File: src/sar_pkg.sv
// sar_pkg: constants, field layouts and carrier types of the sar converter sequencer
// assumes a 50 MHz peripheral clock and a word-aligned avalon-mm register window
package sar_pkg;

    // ---------------------------------------------------------------
    // converter geometry
    // ---------------------------------------------------------------
    localparam int         RES_W    = 12;
    localparam int         CH_W     = 5;
    localparam int         NUM_CH   = 19;
    localparam int         BIT_W    = 4;
    localparam logic [4:0] CH_TEMP  = 5'h10;
    localparam logic [4:0] CH_VREF  = 5'h11;
    localparam logic [4:0] CH_VBAT  = 5'h12;
    localparam logic [3:0] MSB_IDX  = 4'hB;

    // ---------------------------------------------------------------
    // timing
    // ---------------------------------------------------------------
    localparam int         CLK_MHZ    = 50;
    localparam int         SAMPLE_NS  = 200;
    localparam int         SAMPLE_CYC = (SAMPLE_NS * CLK_MHZ + 999) / 1000;

    // ---------------------------------------------------------------
    // register byte offsets
    // ---------------------------------------------------------------
    localparam int         ADDR_W    = 6;
    localparam logic [5:0] OFS_CTRL  = 6'h00;
    localparam logic [5:0] OFS_CHSEL = 6'h04;
    localparam logic [5:0] OFS_SCAN  = 6'h08;
    localparam logic [5:0] OFS_AWDCH = 6'h0C;
    localparam logic [5:0] OFS_AWDMK = 6'h10;
    localparam logic [5:0] OFS_THR   = 6'h14;
    localparam logic [5:0] OFS_DATA  = 6'h18;
    localparam logic [5:0] OFS_JDATA = 6'h1C;
    localparam logic [5:0] OFS_STAT  = 6'h20;
    localparam logic [5:0] OFS_IEN   = 6'h24;
    localparam logic [5:0] OFS_CALTS = 6'h28;
    localparam logic [5:0] OFS_CALRF = 6'h2C;

    // ---------------------------------------------------------------
    // field positions
    // ---------------------------------------------------------------
    localparam int C_EN = 0, C_SCAN = 1, C_START = 2, C_RTRIG = 3;
    localparam int C_JTRIG = 4, C_JSTART = 5, C_AWD = 6, C_AWDM = 7;
    localparam int C_DMA = 9;
    localparam int CHS_INJ = 8, THR_HI = 16, DATA_CH = 16, ST_BUSY = 8;
    localparam int S_EOC = 0, S_JEOC = 1, S_AWD = 2, NUM_EV = 3;

    // watchdog scope
    localparam logic [1:0] AWD_ONE = 2'h0;
    localparam logic [1:0] AWD_SUB = 2'h1;

    // ---------------------------------------------------------------
    // types
    // ---------------------------------------------------------------
    typedef enum logic [1:0] {
        PH_IDLE   = 2'b00,
        PH_SAMPLE = 2'b01,
        PH_CONV   = 2'b10
    } phase_t;

    // signals toward the analog front end
    typedef struct packed {
        logic [CH_W-1:0]  ch;
        logic             sample;
        logic [RES_W-1:0] trial;
        logic             temp_en;
        logic             bgap_en;
        logic             bat_div_en;
    } ana_t;

    typedef struct packed {
        logic              en, scan, rtrig_en, jtrig_en, awd_en, dma_en;
        logic [1:0]        awd_mode;
        logic [CH_W-1:0]   sgl_ch, inj_ch, awd_ch, sch;
        logic [NUM_CH-1:0] scan_mask, awd_mask;
        logic [RES_W-1:0]  thr_lo, thr_hi, rdata, jdata;
        logic [CH_W-1:0]   rch;
        logic              rvalid, rpend, jpend, scan_act, cur_inj;
        logic [NUM_EV-1:0] status, ien;
        phase_t            phase;
        logic [BIT_W-1:0]  cnt;
        ana_t              ana;
        logic              dma_req, irq, waitreq;
        logic [31:0]       rd;
    } regs_t;

endpackage : sar_pkg

File: src/sar_adc_sequencer.sv
// sar_adc_sequencer: digital control of a 12-bit successive-approximation converter
// assumes a synchronous comparator input valid in the cycle a trial code is shown,
// and trigger pulses synchronous to ref_clk
//
// Implementation choices: the address map and the Avalon-MM interface to the registers.
`timescale 1ns/1ps
`default_nettype none

module sar_adc_sequencer
    import sar_pkg::*;
#(
    parameter logic [RES_W-1:0] CAL_TS_VAL  = 12'h5A5,  // arbitrary value
    parameter logic [RES_W-1:0] CAL_REF_VAL = 12'h6B6   // arbitrary value
) (
    // clock and reset
    input  wire logic              ref_clk,
    input  wire logic              reset,
    // avalon-mm slave
    input  wire logic [ADDR_W-1:0] address,
    input  wire logic              read,
    input  wire logic              write,
    input  wire logic [31:0]       writedata,
    output var  logic [31:0]       readdata,
    output var  logic              waitrequest,
    // timer triggers
    input  wire logic              reg_trig,
    input  wire logic              inj_trig,
    // dma handshake
    output var  logic              dma_req,
    input  wire logic              dma_ack,
    // analog front end
    output var  ana_t              ana,
    input  wire logic              cmp_above,
    // interrupt
    output var  logic              irq
);

    regs_t st_ff;
    regs_t nxt_st;

    // ---------------------------------------------------------------
    // scan search: lowest masked channel above a start point
    // ---------------------------------------------------------------
    function automatic logic [CH_W:0] next_ch(input logic [NUM_CH-1:0] mask,
                                              input logic [CH_W-1:0]   cur,
                                              input logic              from_top);
        logic [CH_W:0] found;
        found = '0;
        for (int i = NUM_CH - 1; i >= 0; i--) begin
            if (mask[i] && (from_top || i > int'(cur))) begin
                found = {1'b1, CH_W'(i)};
            end
        end
        return found;
    endfunction : next_ch

    // ---------------------------------------------------------------
    // per-channel watchdog scope
    // ---------------------------------------------------------------
    logic [NUM_CH-1:0] watched;

    genvar g;
    generate
        for (g = 0; g < NUM_CH; g++) begin : g_scope
            always_comb begin
                unique case (st_ff.awd_mode)
                    AWD_ONE: watched[g] = (st_ff.awd_ch == CH_W'(g));
                    AWD_SUB: watched[g] = st_ff.awd_mask[g];
                    default: watched[g] = 1'b1;
                endcase
            end
        end
    endgenerate

    // ---------------------------------------------------------------
    // read mux
    // ---------------------------------------------------------------
    logic [31:0] rmux;

    always_comb begin
        rmux = '0;
        unique case (address)
            OFS_CTRL: begin
                rmux[C_EN]                = st_ff.en;
                rmux[C_SCAN]              = st_ff.scan;
                rmux[C_RTRIG]             = st_ff.rtrig_en;
                rmux[C_JTRIG]             = st_ff.jtrig_en;
                rmux[C_AWD]               = st_ff.awd_en;
                rmux[C_AWDM+1:C_AWDM]     = st_ff.awd_mode;
                rmux[C_DMA]               = st_ff.dma_en;
            end
            OFS_CHSEL: begin
                rmux[CH_W-1:0]            = st_ff.sgl_ch;
                rmux[CHS_INJ+CH_W-1:CHS_INJ] = st_ff.inj_ch;
            end
            OFS_SCAN:  rmux[NUM_CH-1:0]   = st_ff.scan_mask;
            OFS_AWDCH: rmux[CH_W-1:0]     = st_ff.awd_ch;
            OFS_AWDMK: rmux[NUM_CH-1:0]   = st_ff.awd_mask;
            OFS_THR: begin
                rmux[RES_W-1:0]           = st_ff.thr_lo;
                rmux[THR_HI+RES_W-1:THR_HI] = st_ff.thr_hi;
            end
            OFS_DATA: begin
                rmux[RES_W-1:0]           = st_ff.rdata;
                rmux[DATA_CH+CH_W-1:DATA_CH] = st_ff.rch;
            end
            OFS_JDATA: rmux[RES_W-1:0]    = st_ff.jdata;
            OFS_STAT: begin
                rmux[NUM_EV-1:0]          = st_ff.status;
                rmux[ST_BUSY]             = (st_ff.phase != PH_IDLE) | st_ff.scan_act;
            end
            OFS_IEN:   rmux[NUM_EV-1:0]   = st_ff.ien;
            OFS_CALTS: rmux[RES_W-1:0]    = CAL_TS_VAL;
            OFS_CALRF: rmux[RES_W-1:0]    = CAL_REF_VAL;
            default:   rmux               = '0;
        endcase
    end

    // ---------------------------------------------------------------
    // next state
    // ---------------------------------------------------------------
    logic              acc, wr, rd;
    logic [NUM_EV-1:0] ev_set, ev_clr;
    logic [RES_W-1:0]  res;
    logic [CH_W:0]     nc;

    always_comb begin
        nxt_st = st_ff;
        ev_set = '0;
        ev_clr = '0;
        res    = '0;
        nc     = '0;

        // one wait cycle per access; the access completes on the edge after it
        // read data is latched at the accept edge so it stands through completion
        acc = !st_ff.waitreq && (read || write);
        wr  = acc && write;
        rd  = acc && read;
        if (st_ff.waitreq && (read || write)) begin
            nxt_st.waitreq = 1'b0;
            nxt_st.rd      = rmux;
        end else begin
            nxt_st.waitreq = 1'b1;
        end

        // result capture by software read or dma acknowledge
        if ((rd && address == OFS_DATA) || (st_ff.dma_req && dma_ack)) begin
            nxt_st.rvalid = 1'b0;
        end

        // ---------------------------------------------------------------
        // register writes
        // ---------------------------------------------------------------
        // calibration offsets take no write; start bits are not stored,
        // they only raise a pending flag that the idle phase consumes
        if (wr) begin
            unique case (address)
                OFS_CTRL: begin
                    nxt_st.en       = writedata[C_EN];
                    nxt_st.scan     = writedata[C_SCAN];
                    nxt_st.rtrig_en = writedata[C_RTRIG];
                    nxt_st.jtrig_en = writedata[C_JTRIG];
                    nxt_st.awd_en   = writedata[C_AWD];
                    nxt_st.awd_mode = writedata[C_AWDM+1:C_AWDM];
                    nxt_st.dma_en   = writedata[C_DMA];
                    if (writedata[C_START]) begin
                        nxt_st.rpend = 1'b1;
                    end
                    if (writedata[C_JSTART]) begin
                        nxt_st.jpend = 1'b1;
                    end
                end
                OFS_CHSEL: begin
                    nxt_st.sgl_ch = writedata[CH_W-1:0];
                    nxt_st.inj_ch = writedata[CHS_INJ+CH_W-1:CHS_INJ];
                end
                OFS_SCAN:  nxt_st.scan_mask = writedata[NUM_CH-1:0];
                OFS_AWDCH: nxt_st.awd_ch    = writedata[CH_W-1:0];
                OFS_AWDMK: nxt_st.awd_mask  = writedata[NUM_CH-1:0];
                OFS_THR: begin
                    nxt_st.thr_lo = writedata[RES_W-1:0];
                    nxt_st.thr_hi = writedata[THR_HI+RES_W-1:THR_HI];
                end
                OFS_STAT:  ev_clr        = writedata[NUM_EV-1:0];
                OFS_IEN:   nxt_st.ien    = writedata[NUM_EV-1:0];
                default: ;
            endcase
        end

        // ---------------------------------------------------------------
        // timer triggers
        // ---------------------------------------------------------------
        // a trigger that lands while busy merges into the pending flag
        if (reg_trig && st_ff.rtrig_en) begin
            nxt_st.rpend = 1'b1;
        end
        if (inj_trig && st_ff.jtrig_en) begin
            nxt_st.jpend = 1'b1;
        end

        // ---------------------------------------------------------------
        // conversion phases
        // ---------------------------------------------------------------
        unique case (st_ff.phase)
            PH_IDLE: begin
                // injected requests go first; regular ones wait for capture
                if (nxt_st.en && nxt_st.jpend) begin
                    nxt_st.jpend   = 1'b0;
                    nxt_st.cur_inj = 1'b1;
                    nxt_st.ana.ch  = st_ff.inj_ch;
                    nxt_st.phase   = PH_SAMPLE;
                end else if (nxt_st.en && !nxt_st.rvalid && st_ff.scan_act) begin
                    nxt_st.cur_inj = 1'b0;
                    nxt_st.ana.ch  = st_ff.sch;
                    nxt_st.phase   = PH_SAMPLE;
                end else if (nxt_st.en && !nxt_st.rvalid && nxt_st.rpend) begin
                    nxt_st.rpend   = 1'b0;
                    nxt_st.cur_inj = 1'b0;
                    nc = next_ch(st_ff.scan_mask, '0, 1'b1);
                    // mode taken from this cycle's write, so scan and start may share one write
                    if (!nxt_st.scan) begin
                        nxt_st.ana.ch = st_ff.sgl_ch;
                        nxt_st.phase  = PH_SAMPLE;
                    end else if (nc[CH_W]) begin
                        nxt_st.ana.ch   = nc[CH_W-1:0];
                        nxt_st.scan_act = 1'b1;
                        nxt_st.phase    = PH_SAMPLE;
                    end
                end
                nxt_st.cnt = '0;
            end
            PH_SAMPLE: begin
                // switch stays closed for the whole sample time so the hold node settles
                if (st_ff.cnt == BIT_W'(SAMPLE_CYC - 1)) begin
                    nxt_st.phase     = PH_CONV;
                    nxt_st.cnt       = MSB_IDX;
                    nxt_st.ana.trial = RES_W'(1) << MSB_IDX;
                end else begin
                    nxt_st.cnt = st_ff.cnt + 1'b1;
                end
            end
            PH_CONV: begin
                // keep the trial bit only if the input sits at or above it
                // cnt walks from the msb down to bit zero, one decision per cycle
                res = st_ff.ana.trial;
                res[st_ff.cnt] = cmp_above;
                if (st_ff.cnt != '0) begin
                    res[st_ff.cnt - 1'b1] = 1'b1;
                    nxt_st.ana.trial = res;
                    nxt_st.cnt       = st_ff.cnt - 1'b1;
                end else begin
                    nxt_st.phase     = PH_IDLE;
                    nxt_st.ana.trial = '0;
                    if (st_ff.cur_inj) begin
                        nxt_st.jdata   = res;
                        ev_set[S_JEOC] = 1'b1;
                    end else begin
                        nxt_st.rdata   = res;
                        nxt_st.rch     = st_ff.ana.ch;
                        nxt_st.rvalid  = 1'b1;
                        ev_set[S_EOC]  = 1'b1;
                        if (st_ff.scan_act) begin
                            nc = next_ch(st_ff.scan_mask, st_ff.ana.ch, 1'b0);
                            nxt_st.sch      = nc[CH_W-1:0];
                            nxt_st.scan_act = nc[CH_W];
                        end
                    end
                    // codes above the last channel are never watched
                    if (st_ff.awd_en
                        && st_ff.ana.ch < CH_W'(NUM_CH)
                        && watched[st_ff.ana.ch]
                        && (res > st_ff.thr_hi || res < st_ff.thr_lo)) begin
                        ev_set[S_AWD] = 1'b1;
                    end
                end
            end
            default: nxt_st.phase = PH_IDLE;
        endcase

        // ---------------------------------------------------------------
        // disable
        // ---------------------------------------------------------------
        // disabling aborts any conversion and drops pending work
        if (!nxt_st.en) begin
            nxt_st.phase     = PH_IDLE;
            nxt_st.scan_act  = 1'b0;
            nxt_st.rpend     = 1'b0;
            nxt_st.jpend     = 1'b0;
            nxt_st.ana.trial = '0;
        end

        // ---------------------------------------------------------------
        // analog routing and events
        // ---------------------------------------------------------------
        // analog routing follows the channel under conversion; internal
        // sources stay off in idle so they draw nothing between conversions
        nxt_st.ana.sample     = (nxt_st.phase == PH_SAMPLE);
        nxt_st.ana.temp_en    = (nxt_st.phase != PH_IDLE) && nxt_st.ana.ch == CH_TEMP;
        nxt_st.ana.bgap_en    = (nxt_st.phase != PH_IDLE) && nxt_st.ana.ch == CH_VREF;
        nxt_st.ana.bat_div_en = (nxt_st.phase != PH_IDLE) && nxt_st.ana.ch == CH_VBAT;

        // sticky events: a set in the clearing cycle wins
        // irq and dma request come from next state so they move with status and data
        nxt_st.status  = (st_ff.status & ~ev_clr) | ev_set;
        nxt_st.irq     = |(nxt_st.status & nxt_st.ien);
        nxt_st.dma_req = nxt_st.rvalid && nxt_st.dma_en;
    end

    // ---------------------------------------------------------------
    // state register
    // ---------------------------------------------------------------
    always_ff @(posedge ref_clk) begin
        if (reset) begin
            st_ff         <= '0;
            st_ff.waitreq <= 1'b1;
            st_ff.phase   <= PH_IDLE;
        end else begin
            st_ff <= nxt_st;
        end
    end

    // ---------------------------------------------------------------
    // outputs
    // ---------------------------------------------------------------
    // every output is a field of the state register, no logic behind the flop
    assign readdata    = st_ff.rd;
    assign waitrequest = st_ff.waitreq;
    assign dma_req     = st_ff.dma_req;
    assign ana         = st_ff.ana;
    assign irq         = st_ff.irq;

endmodule : sar_adc_sequencer

`default_nettype wire

File: config.mk
export PLATFORM = sky130hd
export DESIGN_NAME = sar_adc_sequencer
export DESIGN_NICKNAME = d
export VERILOG_FILES = /design/src/sar_pkg.sv /design/src/sar_adc_sequencer.sv
export SDC_FILE = /design/constraint.sdc
export NUM_CORES = 1
export LEC_CHECK = 0
export BUFFER_PORTS_ARGS = -buffer_cell sky130_fd_sc_hd__buf_2
export CAP_MARGIN = 20
export CORE_UTILIZATION = 35
export CTS_CLUSTER_DIAMETER = 40
export DETAILED_ROUTE_END_ITERATION = 12
export MAX_ROUTING_LAYER = met4
export PLACE_DENSITY_LB_ADDON = 0.15
export REMOVE_ABC_BUFFERS = 1
export SETUP_SLACK_MARGIN = 0.1
export SYNTH_ARGS = -nofsm -noshare
export SYNTH_HDL_FRONTEND = slang
export SYNTH_SLANG_ARGS = --single-unit
File: constraint.sdc
create_clock -name ref_clk -period 5.9 [get_ports ref_clk]
set_clock_uncertainty 0.15 [all_clocks]
set_input_delay 1.18 -clock ref_clk [delete_from_list [all_inputs] [get_ports ref_clk]]
set_output_delay 1.18 -clock ref_clk [all_outputs]
set_load 0.005 [all_outputs]
# == After elaboration in Yosys (flattened, before gate mapping) ==
# Cells that the tools add are included.
# classes
shifts,0
reduce_logical,71
n_mux,141
n_bitwise,9
n_div,0
eq_ne,46
mul,0
n_addsub,2
magnitude_cmp,26
# ops
cell,count
$mux 6,41
$eq 5x4->1 const B,8
$gt 4x5->1 const A,8
$pmux 1 s2,20
$logic_and 1x1->1,39
$mux 5,7
$eq 5x5->1 const B,6
$mux 1,28
$pmux 2 s7,2
$eq 6x5->1 const B,4
$eq 6x6->1 const B,4
$mux 12,2
$mux 2,12
$pmux 12 s2,1
$pmux 2 s12,1
$mux 23,1
$eq 5x3->1 const B,4
$gt 3x5->1 const A,4
$mux 3,6
$ne 2x2->1 const B,9
$pmux 2 s9,1
$reduce_and 2->1,9
$gt 5x5->1 const A,3
$bwmux 12,1
52 further kinds,74
# word_totals
n_memories,0
latchBits,0
reg_bits,188
out_inout_bits,56
rom_bits,0
mem_bits_rw,0

# == Logic depth before layout (Yosys ltp) ==
# logic_depth
ltp_word,32
depth_mapped,15
depth_no_buf,14

# == Worst setup path before layout ==
# OpenSTA, ideal clock, no wires.
# synth_timing
kind,input-to-reg
startpoint,input address[5]
endpoint,register st_ff[69] (netlist name)
setup_slack_ps,2260
path_buffers,1
required_ps,5679
arrival_ps,3419
stages,8
cell_sequence,buf_6 > or4b_4 > o311ai_4 > o21ai_2 > or4_1 > or3_1 > or3_1 > a21oi_1
# synth_via
elab_chain_cells,9
word_cells_on_any_way,23
cone_classes,eq/ne: 5; mux: 7; bitwise: 1; reduce/logical: 10
# synth_lines
element,line,source
"start, declared",sar_adc_sequencer.sv:19,"input wire logic [ADDR_W-1:0] address,"
$eq 6x5->1,sar_adc_sequencer.sv:147,if ((rd && address == OFS_DATA) || (st_ff.dma_req && dma_ack)) begin
$logic_and 1x1->1,sar_adc_sequencer.sv:147,
$logic_or 1x1->1,sar_adc_sequencer.sv:147,
$mux 1,sar_adc_sequencer.sv:147,
$logic_not 1->1,"sar_adc_sequencer.sv:212, sar_adc_sequencer.sv:216",
$logic_and 1x1->1,"sar_adc_sequencer.sv:212, sar_adc_sequencer.sv:216",
$logic_and 1x1->1 (on tied branches),"sar_adc_sequencer.sv:216, sar_adc_sequencer.sv:212",
$ne 2x2->1 (no line),n/a,
$reduce_and 8->1 (no line),n/a,
"end signal, assigned",sar_adc_sequencer.sv:318,st_ff <= nxt_st;
"end, declared",sar_adc_sequencer.sv:38,regs_t st_ff;
# Several ways; a longest one is shown, not always the timed one.
# A chain may end at the register's enable or synchronous reset.

# == Worst setup path in the final report ==
# layout_timing
startpoint,input address[2]
endpoint,register st_ff[69] (netlist name)
# Same word-level chain as after synthesis.

==> impl_metrics.env <==
export IMPL_finalSetupTns_ns=0
export IMPL_power_density_nw_per_um2=225
export IMPL_total_power_mw=2.62
export IMPL_ys_seq_area_share_pct=35.6
export IMPL_path_clk_slew_ns=0.07
export IMPL_period_needed_ns=4.24
export IMPL_synth_cell_types=76
export IMPL_dr_pass1_iters=5
export IMPL_grt_max_degree=90
export IMPL_antenna_found_initial=0
export IMPL_worstPathArrival_ns=4.47
export IMPL_critPathLaunchType="input pin"
export IMPL_io_pins=102
export IMPL_finalHoldViolCount=0
export IMPL_ys_flop_type="dfxtp_1"
export IMPL_critPathKind="input pin to register"
export IMPL_wire_per_inst_um=20.7
export IMPL_antennaDiodeCount=0
export IMPL_coreArea_um2=29600
export IMPL_grt_usage_pct=24.9
export IMPL_cts_root_buf="clkbuf_16"
export IMPL_ant_nets=0
export IMPL_path_delay_family="simple AND/OR/NAND/NOR gates"
export IMPL_clk_latency_ns=0.45
export IMPL_dp_hpwl_um=26200
export IMPL_area_growth_pct=9.95
export IMPL_grt_pass1_wl_um=56300
export IMPL_drc=0
export IMPL_outcome="completed"
export IMPL_via_count=9983
export IMPL_hold_class="register to register"
export IMPL_crit_slowest_cell="and3_1"
export IMPL_ys_seq_elements=188
export IMPL_vdd_drop_max_mv=0.185
export IMPL_post_cts_setup_buffer_count=0
export IMPL_yosys_warnings=0
export IMPL_synth_area_top_cells="dfxtp_1, nand2_1, a21oi_1"
export IMPL_crit_top_cell="or3_1"
export IMPL_place_ws_ns=1.27
export IMPL_crit_path_max_fanout=15
export IMPL_end_kind="register"
export IMPL_die_x_um=176
export IMPL_worstMarginPinSlew_ns=1.15
export IMPL_io_buffers=93
export IMPL_cts_tree="yes"
export IMPL_die_y_um=176
export IMPL_via_per_inst=5.57
export IMPL_rows=63
export IMPL_max_cap_violations=0
export IMPL_leakage_nw=4.34
export IMPL_required_ns=6.12
export IMPL_start_util_pct=35.6
export IMPL_slew_violations=0
export IMPL_synthesis_area_um2=10600
export IMPL_rsz0062_at_grt="no"
export IMPL_cts_buffers=17
export IMPL_dr_first_iter_drc_count=973
export IMPL_slew_headroom_pct=23.1
export IMPL_ctsHoldBuffers=0
export IMPL_async_reset_ff_share_pct=0
export IMPL_grt_pass1_vias=9206
export IMPL_grt_overflow=0
export IMPL_yosysTopAreaCell="dfxtp_1"
export IMPL_fmax_mhz=236
export IMPL_finalSetupViolCount=0
export IMPL_syn_inst=1391
export IMPL_path_cells="buf_2 > nor2_1 > and3_1 > mux2i_1 > or4_1 > or3_1 > or3_1 > a21oi_1"
export IMPL_final_setup_worst_slack_ns=1.66
export IMPL_wirelength_um=37100
export IMPL_dieArea_um2=30900
export IMPL_htreeDepth=4
export IMPL_nets=1467
export IMPL_avgSynthCellArea_um2=7.59
export IMPL_cts_resized=0
export IMPL_finalCritPeriodShare_pct=71.9
export IMPL_critPathBufInv=1
export IMPL_utilization_pct=39.2
export IMPL_cts_buffer_depth=2
export IMPL_hold_slack_ns=0.301
export IMPL_max_stage_delay_ns=0.61
export IMPL_cts_sinks=188
export IMPL_synth_edf_count=0
export IMPL_gp_congestion=0.890
export IMPL_synth_top_cell_area_share_pct=35.6
export IMPL_drive_gt1_share_pct=13.0
final timing paths:
path | from | to | slack, ns | cells after the start
setup / recovery | address[2] | st_ff[69]$_SDFFE_PP0P_ | 1.66 | 8
hold / removal | readdata[21]$_SDFFE_PP0P_ | readdata[21]$_SDFFE_PP0P_ | 0.30 | 2
setup reg to reg | st_ff[56]$_SDFFE_PP0P_ | irq$_SDFF_PP0_ | 2.05 | 13
hold reg to reg | readdata[21]$_SDFFE_PP0P_ | readdata[21]$_SDFFE_PP0P_ | 0.30 | 2
where the power goes:
| part | switching (mW) | internal (mW) |
|---|---|---|
| clock | 0.545 | 0.635 |
| sequential | 0.00799 | 1.28 |
| combinational | 0.108 | 0.0445 |
| total | 0.661 | 1.96 |
cell usage after synthesis (6+ instances only):
master      n
a31oi_1    14
and2_1      6
o31ai_1     8
a211oi_1   39
inv_1      55
o22ai_1     8
a21oi_1   167
nand2b_1   10
nor2b_1    16
or3_1       7
a22oi_1    15
nor4_1     12
nand4_1    10
buf_4      53
o211ai_1    9
a221oi_1   16
clkbuf_1   78
o21ai_1     6
a21o_1     12
dfxtp_1   188
mux2_2      6
mux4_2      7
nand2_1   247
nand3_1    24
o21ai_0    41
buf_1       7
nor3_1     31
nor2_1    139
ha_1       32
mux2i_1    48
metal layers:
metal | wire [um] | GRT usage (%) | part of all wire, % | vias to the layer above
met3 | 2200 | 3.72 | 5.9 | 58
met5 | 0 | - | 0 | -
met4 | 1090 | 9.13 | 2.9 | 0
li1 | - | - | - | 4842
met1 | 16800 | 32.3 | 45 | 4721
met2 | 17100 | 39.0 | 46 | 362
worst register-to-register path, delay by kind of cell, from the launching register on:
family | cells | cell delay [ns]
AO/OA/AOI/OAI | 6 | 1.42
AND/OR/NAND/NOR | 2 | 0.15
flip-flops | 1 | 0.49
multiplexers | 1 | 0.54
adder cells (fa/ha/maj) | 2 | 0.62
buffers and inverters | 2 | 0.30
registers in the layout, summed over array words and instances, names as in the netlist:
| name | count |
|---|---|
| dma_req | 1 |
| waitrequest | 1 |
| readdata | 28 |
| irq | 1 |
| ana | 21 |
| st_ff | 136 |
cells in the final DEF (no fill, tap or decap), types with 6 or more instances in the layout:
master and n:
nand2_1 247, dfxtp_1 188, a21oi_1 167, nor2_1 139, buf_2 92, inv_1 55
mux2i_1 48, o21ai_0 40, a211oi_1 39, ha_1 32, nor3_1 27, buf_4 27
nand3_1 24, clkbuf_16 17, nor2b_1 16, a221oi_1 16, a22oi_1 15, a31oi_1 14
nor4_1 12, a21o_1 12, nand4_1 10, nand2b_1 10, o211ai_1 9, o31ai_1 8
o22ai_1 8, or3_1 7, mux4_2 7, and2_1 6, o21ai_1 6, mux2_2 6
area by class of cell:
type | count | area (um^2)
Fill cell | 3208 | 18000
Multi-Input combinational cell | 1008 | 5910
Sequential cell | 188 | 3760
Timing Repair Buffer | 119 | 663
Tap cell | 390 | 488
Clock buffer | 21 | 480
Inverter | 55 | 206
Clock inverter | 11 | 105
kinds of logic after synthesis:
group,after synthesis,share of synthesized area [%]
muxes,62,6.79
adders and majority gates,32,3.79
other,1,0.0355
DFF,188,35.6
and+or+nand+nor,528,21.9
buffers and inverters,198,9.04
xor gates and xnor gates,1,0.0829
AOI/OAI and AO/OA,381,22.7
stage by stage:
stage / cells / cell area (um^2)
2_1_floorplan: 1251 / 9820
3_3_place_gp: 1760 / 11000
3_5_place_dp: 1760 / 11000
4_1_cts: 1792 / 11600
5_1_grt: 1792 / 11600
6_report: 1792 / 11600
No activity file was read; power rests on OpenSTA's default activity.
